<file path="config.mk">
export PLATFORM = sky130hd
export DESIGN_NAME = ddr_burst_order_latency
export DESIGN_NICKNAME = d
export VERILOG_FILES = /design/src/design/ddr_burst_pkg.sv /design/src/design/burst_order_if.sv /design/src/design/burst_order_gen.sv /design/src/design/ddr_burst_order_latency.sv /design/src/design/read_latency_delay.sv
export SDC_FILE = /design/constraint.sdc
export NUM_CORES = 1
export LEC_CHECK = 0
export BUFFER_PORTS_ARGS = -buffer_cell sky130_fd_sc_hd__buf_2
export CAP_MARGIN = 20
export CORE_UTILIZATION = 52
export CTS_BUF_LIST = sky130_fd_sc_hd__clkbuf_4 sky130_fd_sc_hd__clkbuf_8
export DETAILED_ROUTE_END_ITERATION = 8
export PLACE_DENSITY = 0.79
export SKIP_CTS_REPAIR_TIMING = 1
export SYNTH_ARGS = -nofsm -noshare
export SYNTH_HDL_FRONTEND = slang
export SYNTH_SLANG_ARGS = --single-unit
</file>
<file path="constraint.sdc">
create_clock -name clk -period 2.9 [get_ports clk]
set_input_delay 0.145 -clock clk [delete_from_list [all_inputs] [get_ports clk]]
set_output_delay 0.145 -clock clk [all_outputs]
set_load 0.01 [all_outputs]
</file>
<file path="src/design/ddr_burst_pkg.sv">
package ddr_burst_pkg;

    localparam int ADDR_W = 13;
    localparam int COL_W  = 10;

    // Field layout of the standard mode register as carried on the address pins.
    localparam int MR_LEN_LSB    = 0;
    localparam int MR_TYPE_BIT   = 3;
    localparam int MR_LAT_LSB    = 4;
    localparam int MR_OPMODE_LSB = 7;

    localparam logic [2:0] LEN_CODE_2  = 3'h1;
    localparam logic [2:0] LEN_CODE_4  = 3'h2;
    localparam logic [2:0] LEN_CODE_8  = 3'h3;
    localparam logic [2:0] LEN_CODE_16 = 3'h4;
    localparam logic [2:0] LAT_CODE_2  = 3'h2;
    localparam logic [2:0] LAT_CODE_3  = 3'h3;

    localparam logic [2:0] RST_LEN_CODE   = LEN_CODE_4;
    localparam logic       RST_INTERLEAVE = 1'b0;
    localparam logic [2:0] RST_LAT_CODE   = LAT_CODE_3;

    localparam int CLK_PERIOD_NS      = 100;
    localparam int MODE_LOAD_WAIT_NS  = 200;
    localparam int MODE_LOAD_WAIT_RAW = (MODE_LOAD_WAIT_NS + CLK_PERIOD_NS - 1) / CLK_PERIOD_NS;
    localparam logic [3:0] MODE_LOAD_WAIT_CYC =
        4'((MODE_LOAD_WAIT_RAW < 1) ? 1 : MODE_LOAD_WAIT_RAW);

    typedef enum logic [0:0] {ST_IDLE, ST_BURST} seq_state_t;

    // Number of in-block offset bits for a burst length code: 1 to 4.
    function automatic logic [2:0] len_log(input logic [2:0] code);
        case (code)
            LEN_CODE_2: len_log = 3'h1;
            LEN_CODE_4: len_log = 3'h2;
            LEN_CODE_8: len_log = 3'h3;
            default:    len_log = 3'h4;
        endcase
    endfunction

    // Mask of the column bits that move within a burst.
    function automatic logic [COL_W-1:0] block_mask(input logic [2:0] lg);
        block_mask = COL_W'((11'h001 << lg) - 11'h001);
    endfunction

endpackage

</file>
<file path="src/design/burst_order_if.sv">
`timescale 1ns/1ns
interface burst_order_if;
    logic [ddr_burst_pkg::COL_W-1:0] start_col;
    logic [2:0]                      lg;
    logic                            interleave;
    logic [3:0]                      index;
    logic [ddr_burst_pkg::COL_W-1:0] col_rise;
    logic [ddr_burst_pkg::COL_W-1:0] col_fall;

    modport seq (output start_col, lg, interleave, index, input col_rise, col_fall);
    modport gen (input start_col, lg, interleave, index, output col_rise, col_fall);
endinterface

</file>
<file path="src/design/burst_order_gen.sv">
`timescale 1ns/1ns
module burst_order_gen
(
    burst_order_if.gen bus
);
    logic [ddr_burst_pkg::COL_W-1:0] cols [2];

    // Each clock carries two elements: index k and k+1.
    for (genvar e = 0; e < 2; e++)
    begin : g_elem
        logic [3:0]                      k;
        logic [3:0]                      off;
        logic [ddr_burst_pkg::COL_W-1:0] mask;
        always_comb
        begin
            k    = bus.index + 4'(e);
            off  = bus.interleave ? (bus.start_col[3:0] ^ k) : (bus.start_col[3:0] + k);
            mask = ddr_burst_pkg::block_mask(bus.lg);
            cols[e] = (bus.start_col & ~mask)
                    | ({{(ddr_burst_pkg::COL_W-4){1'b0}}, off} & mask);
        end
    end

    assign bus.col_rise = cols[0];
    assign bus.col_fall = cols[1];
endmodule

</file>
<file path="src/design/ddr_burst_order_latency.sv">
`timescale 1ns/1ns
module ddr_burst_order_latency
(
    input  wire logic                            clk,
    input  wire logic                            rstn,
    input  wire logic                            cmd_read,
    input  wire logic                            cmd_write,
    input  wire logic                            cmd_mode_load,
    input  wire logic                            bank_select_low,
    input  wire logic                            bank_select_high,
    input  wire logic [ddr_burst_pkg::ADDR_W-1:0] cmd_addr,
    output logic                                 acc_valid,
    output logic                                 acc_write,
    output logic      [ddr_burst_pkg::COL_W-1:0] acc_col_rise,
    output logic      [ddr_burst_pkg::COL_W-1:0] acc_col_fall,
    output logic                                 rd_valid,
    output logic      [ddr_burst_pkg::COL_W-1:0] rd_col_rise,
    output logic      [ddr_burst_pkg::COL_W-1:0] rd_col_fall,
    output logic      [2:0]                      burst_len_setting,
    output logic                                 burst_interleaved,
    output logic      [2:0]                      read_latency_setting,
    output logic                                 mode_busy,
    output logic                                 mode_reject,
    output logic                                 cmd_refused
);
    localparam int CW = ddr_burst_pkg::COL_W;

    burst_order_if ord ();

    ddr_burst_pkg::seq_state_t state;
    ddr_burst_pkg::seq_state_t next_state;
    logic          burst_read;
    logic          next_burst_read;
    logic [CW-1:0] start_col;
    logic [CW-1:0] next_start_col;
    logic [3:0]    index;
    logic [3:0]    next_index;
    logic [3:0]    wait_cnt;
    logic [3:0]    next_wait_cnt;
    logic [2:0]    next_burst_len_setting;
    logic          next_burst_interleaved;
    logic [2:0]    next_read_latency_setting;
    logic          next_mode_reject;
    logic          next_cmd_refused;
    logic          next_acc_valid;
    logic          next_acc_write;
    logic [CW-1:0] next_acc_col_rise;
    logic [CW-1:0] next_acc_col_fall;

    logic       std_select;
    logic       mode_fields_ok;
    logic       mode_take;
    logic       rw_cmd;
    logic       rw_go;
    logic [2:0] lg;
    logic [4:0] burst_len;
    logic       last_pair;
    logic [2:0] new_len;
    logic [2:0] new_lat;

    // The sequencer works from the stored settings and the command's column only.
    assign lg              = ddr_burst_pkg::len_log(burst_len_setting);
    assign burst_len       = 5'(5'h01 << lg);
    assign last_pair       = ({1'b0, index} + 5'h02) >= burst_len;
    assign ord.start_col   = start_col;
    assign ord.lg          = lg;
    assign ord.interleave  = burst_interleaved;
    assign ord.index       = index;

    burst_order_gen u_gen
    (
        .bus (ord)
    );

    read_latency_delay u_delay
    (
        .clk       (clk),
        .rstn      (rstn),
        .lat3      (read_latency_setting == ddr_burst_pkg::LAT_CODE_3),
        .in_valid  (state == ddr_burst_pkg::ST_BURST && burst_read),
        .in_rise   (ord.col_rise),
        .in_fall   (ord.col_fall),
        .out_valid (rd_valid),
        .out_rise  (rd_col_rise),
        .out_fall  (rd_col_fall)
    );

    always_comb
    begin
        new_len = cmd_addr[ddr_burst_pkg::MR_LEN_LSB +: 3];
        new_lat = cmd_addr[ddr_burst_pkg::MR_LAT_LSB +: 3];
        std_select = cmd_mode_load && !bank_select_low && !bank_select_high;
        mode_fields_ok = (new_len >= ddr_burst_pkg::LEN_CODE_2)
                      && (new_len <= ddr_burst_pkg::LEN_CODE_16)
                      && ((new_lat == ddr_burst_pkg::LAT_CODE_2)
                       || (new_lat == ddr_burst_pkg::LAT_CODE_3))
                      && (cmd_addr[ddr_burst_pkg::ADDR_W-1:ddr_burst_pkg::MR_OPMODE_LSB] == '0);
        mode_take = std_select && mode_fields_ok
                 && (state == ddr_burst_pkg::ST_IDLE) && (wait_cnt == 4'h0);
        rw_cmd = !cmd_mode_load && (cmd_read || cmd_write);
        rw_go  = rw_cmd && (wait_cnt == 4'h0);
    end

    // Settings and the mode-load wait.
    always_comb
    begin
        next_burst_len_setting    = burst_len_setting;
        next_burst_interleaved    = burst_interleaved;
        next_read_latency_setting = read_latency_setting;
        next_wait_cnt             = (wait_cnt != 4'h0) ? wait_cnt - 4'h1 : 4'h0;
        next_mode_reject          = std_select && !mode_take;
        next_cmd_refused          = rw_cmd && !rw_go;
        if (mode_take)
        begin
            next_burst_len_setting    = new_len;
            next_burst_interleaved    = cmd_addr[ddr_burst_pkg::MR_TYPE_BIT];
            next_read_latency_setting = new_lat;
            next_wait_cnt             = ddr_burst_pkg::MODE_LOAD_WAIT_CYC;
        end
    end

    // Burst sequencer: a new READ or WRITE cuts short any burst in flight.
    always_comb
    begin
        next_state      = state;
        next_burst_read = burst_read;
        next_start_col  = start_col;
        next_index      = index;
        if (state == ddr_burst_pkg::ST_BURST)
        begin
            next_index = index + 4'h2;
            if (last_pair)
            begin
                next_state = ddr_burst_pkg::ST_IDLE;
                next_index = 4'h0;
            end
        end
        if (rw_go)
        begin
            next_state      = ddr_burst_pkg::ST_BURST;
            next_burst_read = cmd_read;
            next_start_col  = cmd_addr[CW-1:0];
            next_index      = 4'h0;
        end
        next_acc_valid    = (state == ddr_burst_pkg::ST_BURST);
        next_acc_write    = (state == ddr_burst_pkg::ST_BURST) && !burst_read;
        next_acc_col_rise = ord.col_rise;
        next_acc_col_fall = ord.col_fall;
    end

    always_ff @(posedge clk or negedge rstn)
    begin
        if (!rstn)
        begin
            state                <= ddr_burst_pkg::ST_IDLE;
            burst_read           <= 1'b0;
            start_col            <= '0;
            index                <= 4'h0;
            wait_cnt             <= 4'h0;
            burst_len_setting    <= ddr_burst_pkg::RST_LEN_CODE;
            burst_interleaved    <= ddr_burst_pkg::RST_INTERLEAVE;
            read_latency_setting <= ddr_burst_pkg::RST_LAT_CODE;
            mode_busy            <= 1'b0;
            mode_reject          <= 1'b0;
            cmd_refused          <= 1'b0;
            acc_valid            <= 1'b0;
            acc_write            <= 1'b0;
            acc_col_rise         <= '0;
            acc_col_fall         <= '0;
        end
        else
        begin
            state                <= next_state;
            burst_read           <= next_burst_read;
            start_col            <= next_start_col;
            index                <= next_index;
            wait_cnt             <= next_wait_cnt;
            burst_len_setting    <= next_burst_len_setting;
            burst_interleaved    <= next_burst_interleaved;
            read_latency_setting <= next_read_latency_setting;
            mode_busy            <= (next_wait_cnt != 4'h0);
            mode_reject          <= next_mode_reject;
            cmd_refused          <= next_cmd_refused;
            acc_valid            <= next_acc_valid;
            acc_write            <= next_acc_write;
            acc_col_rise         <= next_acc_col_rise;
            acc_col_fall         <= next_acc_col_fall;
        end
    end

    // Helper for the checks: pairs issued since the burst began.
    logic [4:0]    pair_cnt;
    logic [CW-1:0] mask_now;
    assign mask_now = ddr_burst_pkg::block_mask(lg);

    always_ff @(posedge clk or negedge rstn)
    begin
        if (!rstn)
            pair_cnt <= 5'h00;
        else if (rw_go)
            pair_cnt <= 5'h00;
        else if (state == ddr_burst_pkg::ST_BURST)
            pair_cnt <= pair_cnt + 5'h01;
    end
endmodule

</file>
<file path="src/design/read_latency_delay.sv">
`timescale 1ns/1ns
module read_latency_delay
(
    input  wire logic                            clk,
    input  wire logic                            rstn,
    input  wire logic                            lat3,
    input  wire logic                            in_valid,
    input  wire logic [ddr_burst_pkg::COL_W-1:0] in_rise,
    input  wire logic [ddr_burst_pkg::COL_W-1:0] in_fall,
    output logic                                 out_valid,
    output logic      [ddr_burst_pkg::COL_W-1:0] out_rise,
    output logic      [ddr_burst_pkg::COL_W-1:0] out_fall
);
    logic                            mid_valid;
    logic [ddr_burst_pkg::COL_W-1:0] mid_rise;
    logic [ddr_burst_pkg::COL_W-1:0] mid_fall;
    logic                            next_out_valid;
    logic [ddr_burst_pkg::COL_W-1:0] next_out_rise;
    logic [ddr_burst_pkg::COL_W-1:0] next_out_fall;

    // Latency two loads the output stage directly; latency three passes the middle stage.
    always_comb
    begin
        next_out_valid = lat3 ? mid_valid : in_valid;
        next_out_rise  = lat3 ? mid_rise  : in_rise;
        next_out_fall  = lat3 ? mid_fall  : in_fall;
    end

    always_ff @(posedge clk or negedge rstn)
    begin
        if (!rstn)
        begin
            mid_valid <= 1'b0;
            mid_rise  <= '0;
            mid_fall  <= '0;
            out_valid <= 1'b0;
            out_rise  <= '0;
            out_fall  <= '0;
        end
        else
        begin
            mid_valid <= in_valid;
            mid_rise  <= in_rise;
            mid_fall  <= in_fall;
            out_valid <= next_out_valid;
            out_rise  <= next_out_rise;
            out_fall  <= next_out_fall;
        end
    end
endmodule

</file>
==> metrics.txt, run 1 <==
root buffer cell clkbuf_8; ys async rst share 100.0%; Die H 74.21 um; # setup viols final 0; initial drt markers 59; Synth Register Bits 61; max_cap viols 0; Worst Hold End mode_reject$_DFF_PN0_; global-route wire length before repair 8.300 mm; Num CTS Buffers 9; R2R Path Start burst_len_setting[0]$_DFFE_PN0P_; drt via density 5.057; sequential power share 38.8%; vias 1,861; syn avg cell area 11.54 sq um; Seq/Total Area, Yosys 56.44%; vias in the first global route 1,768; Synth Instances 235; final hold viol count 0; clk_skew 0.009653 ns; Worst-Skew Late Latency 0.34 ns; Period minus WS final 2.290 ns; Ys Warns 0; pin count of the biggest net entering global routing 45; # H-tree levels 3; Pwr Density 1158 nW/um^2; crit-path max cell delay 0.53 ns; sw power 1.309 mW; I/O Buffers 72; routed length per instance 13.92 um; max_slew headroom 55.25%; die width 74.21 um; Synth Flop Type dfrtp_1; crit path DAT 2.52 ns; layout cells sized above 1 40.86%; combinational share of power 39.5%; Layout Nets 326; router iterations before antenna repair 4; leading area contributor after synthesis dfrtp_1; ant diodes 0; Critical Path Fanout Max 7; cell internal pwr 2.453 mW; Hold Path Class input port to register; worst r2r dst index[1]$_DFFE_PN0P_; most frequent cells in the layout buf_2, dfrtp_1, nand2_1; Setup WS post-layout 0.6096 ns; DRC 0; Period Utilization, post-route 78.98%; CP endpoint kind register; final WL 5.122 mm; CTS tree yes; Area growth syn-to-layout 19.80%; Clock power frac 21.7%; RSZ-0062 raised after global routing no; P_leak 1.613 nW; number of synthesized flops with an enable pin 0; cell family with most CP delay simple AND/OR/NAND/NOR gates; maximum vdd drop 0.6231 mV; fmax 436.6 MHz; setup tns final 0 ns; initial antenna violation count 0; kind of critical path register to register; CORE AREA 4880 sq um; pre-CTS setup slack 0.6509 ns; Critical Path, Cell by Cell nor3b_1 > inv_1 > ha_1 > o21ai_0 > a22oi_1 > nor2_1 > mux2_2; outcome complete, no violations; HP Start cmd_mode_load; Req. time, crit path 3.13 ns; Post-Syn Area 2711 sq um; Sw Share 34.80%; Placer Congestion 0.7876; synth top area cells dfrtp_1, mux2_2, ha_1; post-route ant nets 0; # clock sinks 61; crit start category register; Initial Util 55.56%; Mapped Nets 265; Worst-path clk slew 0.07 ns; IO Pins 73; Yosys top cell area share 53.53%; hold depth 3; maximum clock insertion buffer count 2; R2R cell count 7; total global routing track utilization 20.99%; Fillers 403; commonest non-fill, non-tap cell in the layout buf_2; Tightest Pin Transition 0.6688 ns; DP Wirelength 3.682 mm; gr ovfl total 0; Final Slew Violations 0; Cell Rows 25; Crit-path slowest cell nor3b_1; Yosys cell types 46; WP buf/inv 1; reg-to-reg slack, setup 0.61 ns; die area 5507 sq um
[state kept, by name, summed over array words and instances (netlist names)]
signal / cells
u_delay.mid_valid: 1
wait_cnt: 4
mode_busy: 1
u_delay.out_valid: 1
u_delay.mid_rise: 9
u_delay.out_rise: 9
burst_len_setting: 3
mode_reject: 1
burst_interleaved: 1
read_latency_setting: 3
u_delay.mid_fall: 5
next_acc_valid: 1
cmd_refused: 1
index: 3
acc_valid: 1
u_delay.out_fall: 5
ord.start_col: 10
burst_read: 1
acc_write: 1
[final cells by class]
| cell class | count | area [sq um] | share of cell area (%) |
|---|---|---|---|
| tap | 67 | 83.83 | 2.581 |
| clock inverter | 5 | 75.07 | 2.311 |
| inverter | 9 | 33.78 | 1.040 |
| timing repair buffer | 74 | 377.9 | 11.63 |
| sequential | 61 | 1530 | 47.11 |
| multi-input combinational | 141 | 1008 | 31.05 |
| clock buffer | 11 | 138.9 | 4.276 |
[worst max-delay path by stage]
stage / end / slack [ns] / startpoint / depth (start not counted)
3_5_place_dp: index[1]$_DFFE_PN0P_ / 0.65 / burst_len_setting[0]$_DFFE_PN0P_ / 7
2_1_floorplan: index[3]$_DFFE_PN0P_ / 0.83 / burst_len_setting[1]$_DFFE_PN1P_ / 6
6_report: index[1]$_DFFE_PN0P_ / 0.61 / burst_len_setting[0]$_DFFE_PN0P_ / 7
5_1_grt: index[1]$_DFFE_PN0P_ / 0.50 / burst_len_setting[0]$_DFFE_PN0P_ / 7
4_1_cts: index[1]$_DFFE_PN0P_ / 0.63 / burst_len_setting[0]$_DFFE_PN0P_ / 7
3_3_place_gp: index[1]$_DFFE_PN0P_ / 0.79 / burst_len_setting[0]$_DFFE_PN0P_ / 7
[worst min-delay path: cells and delay by family]
| kind | cells | cell delay [ns] |
|---|---|---|
| buffers and inverters | 1 | 0.11 |
| AND/OR/NAND/NOR | 2 | 0.09 |
[cell families (layout without fill, tap and decap cells)]
| group | after synthesis | count (layout) | synth area share [%] |
|---|---|---|---|
| flip-flops | 61 | 61 | 56.44 |
| buffers and inverters | 33 | 99 | 6.368 |
| adder cells (fa/ha/maj) | 10 | 10 | 4.892 |
| AND/OR/NAND/NOR | 78 | 78 | 15.41 |
| XOR/XNOR | 5 | 5 | 1.615 |
| AO/OA/AOI/OAI | 27 | 27 | 6.553 |
| multiplexers | 21 | 21 | 8.722 |
[stage by stage]
stage | area, sq um | cells | hold WS (ns) | power [mW] | util [%]
6_report | 3248 | 368 | 0.04941 | 3.762 | 66.56
5_1_grt | 3248 | 368 | 0.04452 | 4.068 | 66.56
4_1_cts | 3238 | 367 | -0.2710 | 3.787 | 66.36
3_5_place_dp | 3024 | 351 | 0.09690 | 2.955 | 61.97
3_3_place_gp | 3024 | 351 | 0.09262 | 2.896 | 61.97
2_1_floorplan | 2711 | 235 | -0.1506 | 2.579 | -
[power groups by stage]
| stage | logic, mW | clock network (mW) | registers (mW) |
|---|---|---|---|
| final | 1.49 | 0.817 | 1.46 |
| after global routing | 1.69 | 0.869 | 1.51 |
| after CTS | 1.50 | 0.831 | 1.46 |
| after detailed placement | 1.48 | 0 | 1.47 |
| after global placement | 1.44 | 0 | 1.46 |
| after floorplan | 1.03 | 0 | 1.55 |
[cells in the mapped netlist (2+ instances only)]
master and n:
clkbuf_1 11, a21o_1 3, xnor2_1 2, inv_1 8, a31oi_1 2, xor2_1 3
buf_4 13, nand3b_1 3, o21ai_0 9, ha_1 9, o21bai_1 3, nor2b_1 3
nor2_1 18, nor3_1 2, nand3_1 2, dfstp_2 3, nand2b_1 2, dfrtp_1 58
nor4b_1 3, nand2_1 29, mux2_2 21, a21oi_1 3, or2_2 2
[routing by layer]
layer  global-route usage, %  up-vias  wire length (um)
met5                       0        -                 0
met4                   10.48        0                99
met3                   5.691        9               196
met2                   32.32       46              2435
met1                   27.61      902              2390
li1                        -      904                 -
Note: power is estimated with default switching activity, not from simulation.
==> run 2: changes to the inputs <==
Clock period 2.9 ns to 2.2 ns, I/O delays scaled along.
==> metrics.txt, run 2 (synthesis gave the netlist of run 1 again) <==
Period Utilization, post-route 95.83% (+17 points); ant diodes 0 (unchanged); Cell Count, Final, Fillers Out 379 (+3.0%); met3 usage 5.827% (+0.14 points); Placed Area 3089 sq um (+2.2%); GR Util met1 26.68% (-0.92 points); # H-tree levels 3 (unchanged); Top reg by flops ord.start_col; Critical Path, Cell by Cell or3b_2 > ha_1 > nor4b_2 > a22oi_2 > nor4b_1 > a211o_1; vias in the first global route 1,788 (+1.1%); number of flip-flops in the largest register 10 (unchanged); Multi-input gate area 1026 sq um (+1.7%); sequential power share 37.5% (-1.3 points); layout cells sized above 1 43.91% (+3.0 points); Clock power frac 22.3% (+0.6 points); # clock sinks 61 (unchanged); Placer Congestion 0.7715 (-2.0%); Die H 74.21 um (unchanged); Req. time, crit path 2.47 ns (-0.66 ns); crit path DAT 2.38 ns (-0.14 ns); post-route ant nets 0 (unchanged); CP endpoint kind register; Num CTS Buffers 9 (unchanged); DP Wirelength 3.516 mm (-4.5%); initial antenna violation count 0 (unchanged); maximum clock insertion buffer count 2 (unchanged); cell family with most CP delay simple AND/OR/NAND/NOR gates; top flop regs ord.start_col x10, u_delay.mid_rise x9, u_delay.out_rise x9; Pwr Density 1509 nW/um^2 (+30%); router iterations before antenna repair 4 (unchanged); post-route cell area 3393 sq um (+4.5%); Period minus WS final 2.108 ns (-0.1821 ns); met2 usage 33.84% (+1.5 points); Layout Nets 337 (+3.4%); P_leak 1.687 nW (+4.6%); Worst-path clk slew 0.07 ns (about the same); root buffer cell clkbuf_8; Tightest Pin Transition 0.3906 ns (-0.2783 ns); Cell Rows 25 (unchanged); most frequent cells in the layout buf_2, dfrtp_1, nand2_1; routed length per instance 13.92 um (about the same); total global routing track utilization 20.93% (-0.065 points); Fillers 374 (-7.2%); WP buf/inv 0 (-1); crit start category register; final WL 5.276 mm (+3.0%); crit-path max cell delay 0.53 ns (about the same); sw power 1.753 mW (+34%); initial drt markers 79 (+34%); outcome complete, no violations; die area 5507 sq um (unchanged); final hold viol count 0 (unchanged); IO Pins 73 (unchanged); Critical Path Fanout Max 4 (-3); global-route wire length before repair 8.411 mm (+1.3%); max_cap viols 0 (unchanged); cell internal pwr 3.367 mW (+37%); drt via density 5.158 (+2.0%); maximum vdd drop 0.7342 mV (+18%); CORE AREA 4880 sq um (unchanged); # setup viols final 0 (unchanged); Worst-Skew Late Latency 0.33 ns (about the same); pin count of the biggest net entering global routing 62 (+38%); gr ovfl total 0 (unchanged); Sw Share 34.24% (-0.56 points); commonest non-fill, non-tap cell in the layout buf_2; Hold Path Class input port to register; vias 1,955 (+5.1%); busiest grt layer met2; kind of critical path register to register; combinational share of power 40.2% (+0.7 points); Initial Util 55.56% (unchanged); Final Slew Violations 0 (unchanged); DRC 0 (unchanged); fmax 474.3 MHz (+8.6%); Area growth syn-to-layout 25.15%; die width 74.21 um (unchanged); clk_skew 0.006896 ns (-0.002757 ns); Crit-path slowest cell dfstp_2; FF/Latch Area 1530 sq um (unchanged); max_slew headroom 73.91% (+19 points); I/O Buffers 72 (unchanged); CTS tree yes; placed insts 358 (+2.0%)
## run 2: cell types whose count changed in the layout (fill, tap and decap cells not counted)
cell and change:
a22oi_2 +1, nor4b_1 -2, clkinvlp_4 +1, nor4b_2 +2, clkinv_2 -3, a22oi_1 -1, buf_4 +9, buf_12 +2
clkbuf_8 +2
## run 2: tightest hold or removal path, delay by kind of cell
| family | cells | cell delay (ns) |
|---|---|---|
| buffers and inverters | 1 | 0.11 |
| and+or+nand+nor | 2 | 0.09 |
## run 2: final timing paths
| path | slack, ns | cells past startpoint | startpoint | end |
|---|---|---|---|---|
| max | 0.09 | 6 | burst_len_setting[1]$_DFFE_PN1P_ | index[3]$_DFFE_PN0P_ |
| min | 0.02 | 3 | cmd_mode_load | mode_reject$_DFF_PN0_ |
| max reg2reg | 0.09 | 6 | burst_len_setting[1]$_DFFE_PN1P_ | index[3]$_DFFE_PN0P_ |
| min reg2reg | 0.40 | 0 | ord.start_col[6]$_DFFE_PN0P_ | u_delay.mid_rise[6]$_DFF_PN0_ |
| max in group asynchronous | 1.58 | 3 | rstn | read_latency_setting[1]$_DFFE_PN1P_ |
| min in group asynchronous | 0.31 | 3 | rstn | mode_reject$_DFF_PN0_ |
## run 2: cell type report
type | instances | share of cell area [%]
clock inverters | 3 | 1.991
well taps | 67 | 2.471
clock buffers | 13 | 4.904
repair buffers | 85 | 14.31
flip-flops and latches | 61 | 45.10
multi-input cells | 141 | 30.24
inverters | 9 | 0.9956
## run 2: through the flow
step | util, % | setup TNS (ns) | hold slack, ns | power, mW | worst slack (ns)
floorplan | - | 0 | -0.1856 | 3.399 | 0.1301
detailed placement | 63.31 | 0 | 0.1406 | 3.903 | 0.04640
global route | 69.54 | -0.002217 | 0.02348 | 5.517 | -0.002217
CTS | 68.10 | 0 | -0.2202 | 5.063 | 0.03372
global placement | 63.31 | 0 | 0.1365 | 3.835 | 0.1549
finish | 69.54 | 0 | 0.01550 | 5.120 | 0.09174
## run 2: power groups by stage
stage	logic (mW)	registers, mW	clock network (mW)
2_1_floorplan	1.36	2.04	0
3_3_place_gp	1.92	1.92	0
6_report	2.06	1.92	1.14
4_1_cts	1.99	1.92	1.16
3_5_place_dp	1.97	1.93	0
5_1_grt	2.32	2.00	1.20
## run 2: routing by layer
| layer | vias to the layer above | routed length [um] |
|---|---|---|
| met5 | - | 0 |
| li1 | 927 | - |
| met4 | 0 | 116 |
| met1 | 958 | 2400 |
| met3 | 13 | 235 |
| met2 | 57 | 2523 |
==> run 3: changes to the inputs <==
Settings changed: CORE_UTILIZATION 52 to 50, GPL_TIMING_DRIVEN set to 0, PLACE_DENSITY 0.79 to 0.77.
==> metrics.txt, run 3 (synthesis gave the netlist of run 1 again) <==
cell family with most CP delay compound AO/OA/AOI/OAI gates; # clock sinks 61 (unchanged); max_cap viols 0 (unchanged); vias in the first global route 1,723 (-3.6%); DRC 0 (unchanged); vias 1,940 (-0.77%); die area 5721 sq um (+3.9%); clk_skew 0.006209 ns (-0.0006873 ns); sequential power share 37.1% (-0.4 points); Clock power frac 19.2% (-3.1 points); fmax 458.5 MHz (-3.3%); most frequent cells in the layout buf_2, dfrtp_1, nand2_1; post-route ant nets 0 (unchanged); crit start category register; Placer Congestion 0.8050 (+4.3%); Cell Rows 26 (+4.0%); CTS tree yes; P_leak 1.723 nW (+2.2%); layout cells sized above 1 44.34% (+0.43 points); crit-path max cell delay 0.59 ns (+0.06 ns); Fillers 406 (+8.6%); fin util 66.98% (-2.6 points); Worst path depth 6 (unchanged); number of flip-flops in the largest register 10 (unchanged); Hold Path Class input port to register; top flop regs ord.start_col x10, u_delay.mid_rise x9, u_delay.out_rise x9; outcome complete, no violations; crit path DAT 2.39 ns (about the same); Worst-Skew Late Latency 0.32 ns (about the same); Placed Area 3179 sq um (+2.9%); gr ovfl total 0 (unchanged); Area growth syn-to-layout 27.78%; cell internal pwr 3.400 mW (+0.99%); final WL 5.216 mm (-1.1%); kind of critical path register to register; max_slew headroom 57.71% (-16 points); Layout Nets 352 (+4.5%); Sw Share 34.51% (+0.28 points); CP endpoint index[3]$_DFFE_PN0P_; Pwr Density 1499 nW/um^2 (-0.68%); IO Pins 73 (unchanged); Die H 75.64 um (+1.9%); CP endpoint kind register; Crit. Startpoint burst_len_setting[1]$_DFFE_PN1P_; router iterations before antenna repair 6 (+2); pin count of the biggest net entering global routing 43 (-31%); ant diodes 0 (unchanged); Period Utilization, post-route 99.13% (+3.3 points); initial antenna violation count 0 (unchanged); R2R Path Start burst_len_setting[1]$_DFFE_PN1P_; post-route cell area 3465 sq um (+2.1%); Req. time, crit path 2.40 ns (-0.07 ns); drt via density 4.887 (-5.3%); sw power 1.792 mW (+2.2%); Critical Path Fanout Max 6 (+2); commonest non-fill, non-tap cell in the layout buf_2; combinational share of power 43.7% (+3.5 points); initial drt markers 94 (+19%); root buffer cell clkbuf_8; Top reg by flops ord.start_col; maximum clock insertion buffer count 2 (unchanged); Worst-path clk slew 0.06 ns (about the same); die width 75.64 um (+1.9%); # H-tree levels 3 (unchanged); # setup viols final 0 (unchanged); Period minus WS final 2.181 ns (+0.07255 ns); final hold viol count 0 (unchanged); Crit-path slowest cell dfstp_2; R2R cell count 6 (unchanged); Tightest Pin Transition 0.6320 ns (+0.2414 ns); I/O Buffers 72 (unchanged); DP Wirelength 3.843 mm (+9.3%); WP buf/inv 0 (unchanged); Critical Path, Cell by Cell or3b_4 > ha_2 > o21ai_1 > a22oi_2 > nor4b_2 > a211o_1; Num CTS Buffers 9 (unchanged); reg-to-reg slack, setup 0.02 ns (-0.07 ns); routed length per instance 13.14 um (-5.6%); global-route wire length before repair 8.086 mm (-3.9%); worst r2r dst index[3]$_DFFE_PN0P_; maximum vdd drop 0.6353 mV (-13%); Final Slew Violations 0 (unchanged); Initial Util 52.42% (-3.1 points); CORE AREA 5172 sq um (+6.0%); total global routing track utilization 19.95% (-0.97 points)
[run 3: power by group through the flow]
stage / Sequential, mW / Combinational (mW) / Clock, mW
global placement: 1.92 / 2.09 / 0
global route: 2.00 / 2.56 / 1.07
CTS: 1.93 / 2.19 / 1.02
finish: 1.93 / 2.27 / 0.996
detailed placement: 1.95 / 2.17 / 0
floorplan: 2.04 / 1.36 / 0
[run 3: worst reg2reg max path: stages, from the launching register on]
cell and delay (ns):
dfstp_2 0.59, or3b_4 0.39, ha_2 0.31, o21ai_1 0.07, a22oi_2 0.32, nor4b_2 0.10, a211o_1 0.28
[run 3: metal layers]
metal / global-route usage, % / routed length (um)
met3: 5.159 / 202
met2: 32.04 / 2547
met1: 25.71 / 2405
met4: 8.642 / 61
met5: 0 / 0
[run 3: final cells by class]
cell class	instances	area [sq um]	share of cell area [%]
plain buffers	24	138.9	4.009
clock buffers	14	167.7	4.839
clock inverters	2	35.03	1.011
inverters	9	33.78	0.9751
multi-input cells	141	1054	30.41
flip-flops and latches	61	1530	44.17
well taps	70	87.58	2.528
repair buffers	76	417.9	12.06
[run 3: metrics by stage]
stage          setup TNS (ns)  instances  total power, mW  hold WS [ns]  setup slack [ns]
2_1_floorplan               0        235            3.399       -0.1856            0.1301
3_3_place_gp                0        377            4.014        0.3538           0.04665
3_5_place_dp          -0.1187        378            4.115       0.08804          -0.09378
4_1_cts               -0.1522        394            5.133       -0.2657           -0.1104
5_1_grt           -0.00007661        397            5.628       0.01705       -0.00007661
6_report                    0        397            5.192       0.02399           0.01919
[run 3: how the worst min path moves through the flow]
stage / slack (ns) / to / startpoint / cells after the start
after CTS: -0.27 / u_delay.mid_fall[2]$_DFF_PN0_ / rstn / 1
final: 0.02 / mode_reject$_DFF_PN0_ / cmd_mode_load / 3
after global placement: 0.35 / mode_reject$_DFF_PN0_ / cmd_mode_load / 3
after detailed placement: 0.09 / u_delay.mid_fall[2]$_DFF_PN0_ / rstn / 1
after floorplan: -0.19 / acc_valid$_DFF_PN0_ / rstn / 0
after global routing: 0.02 / mode_reject$_DFF_PN0_ / cmd_mode_load / 3
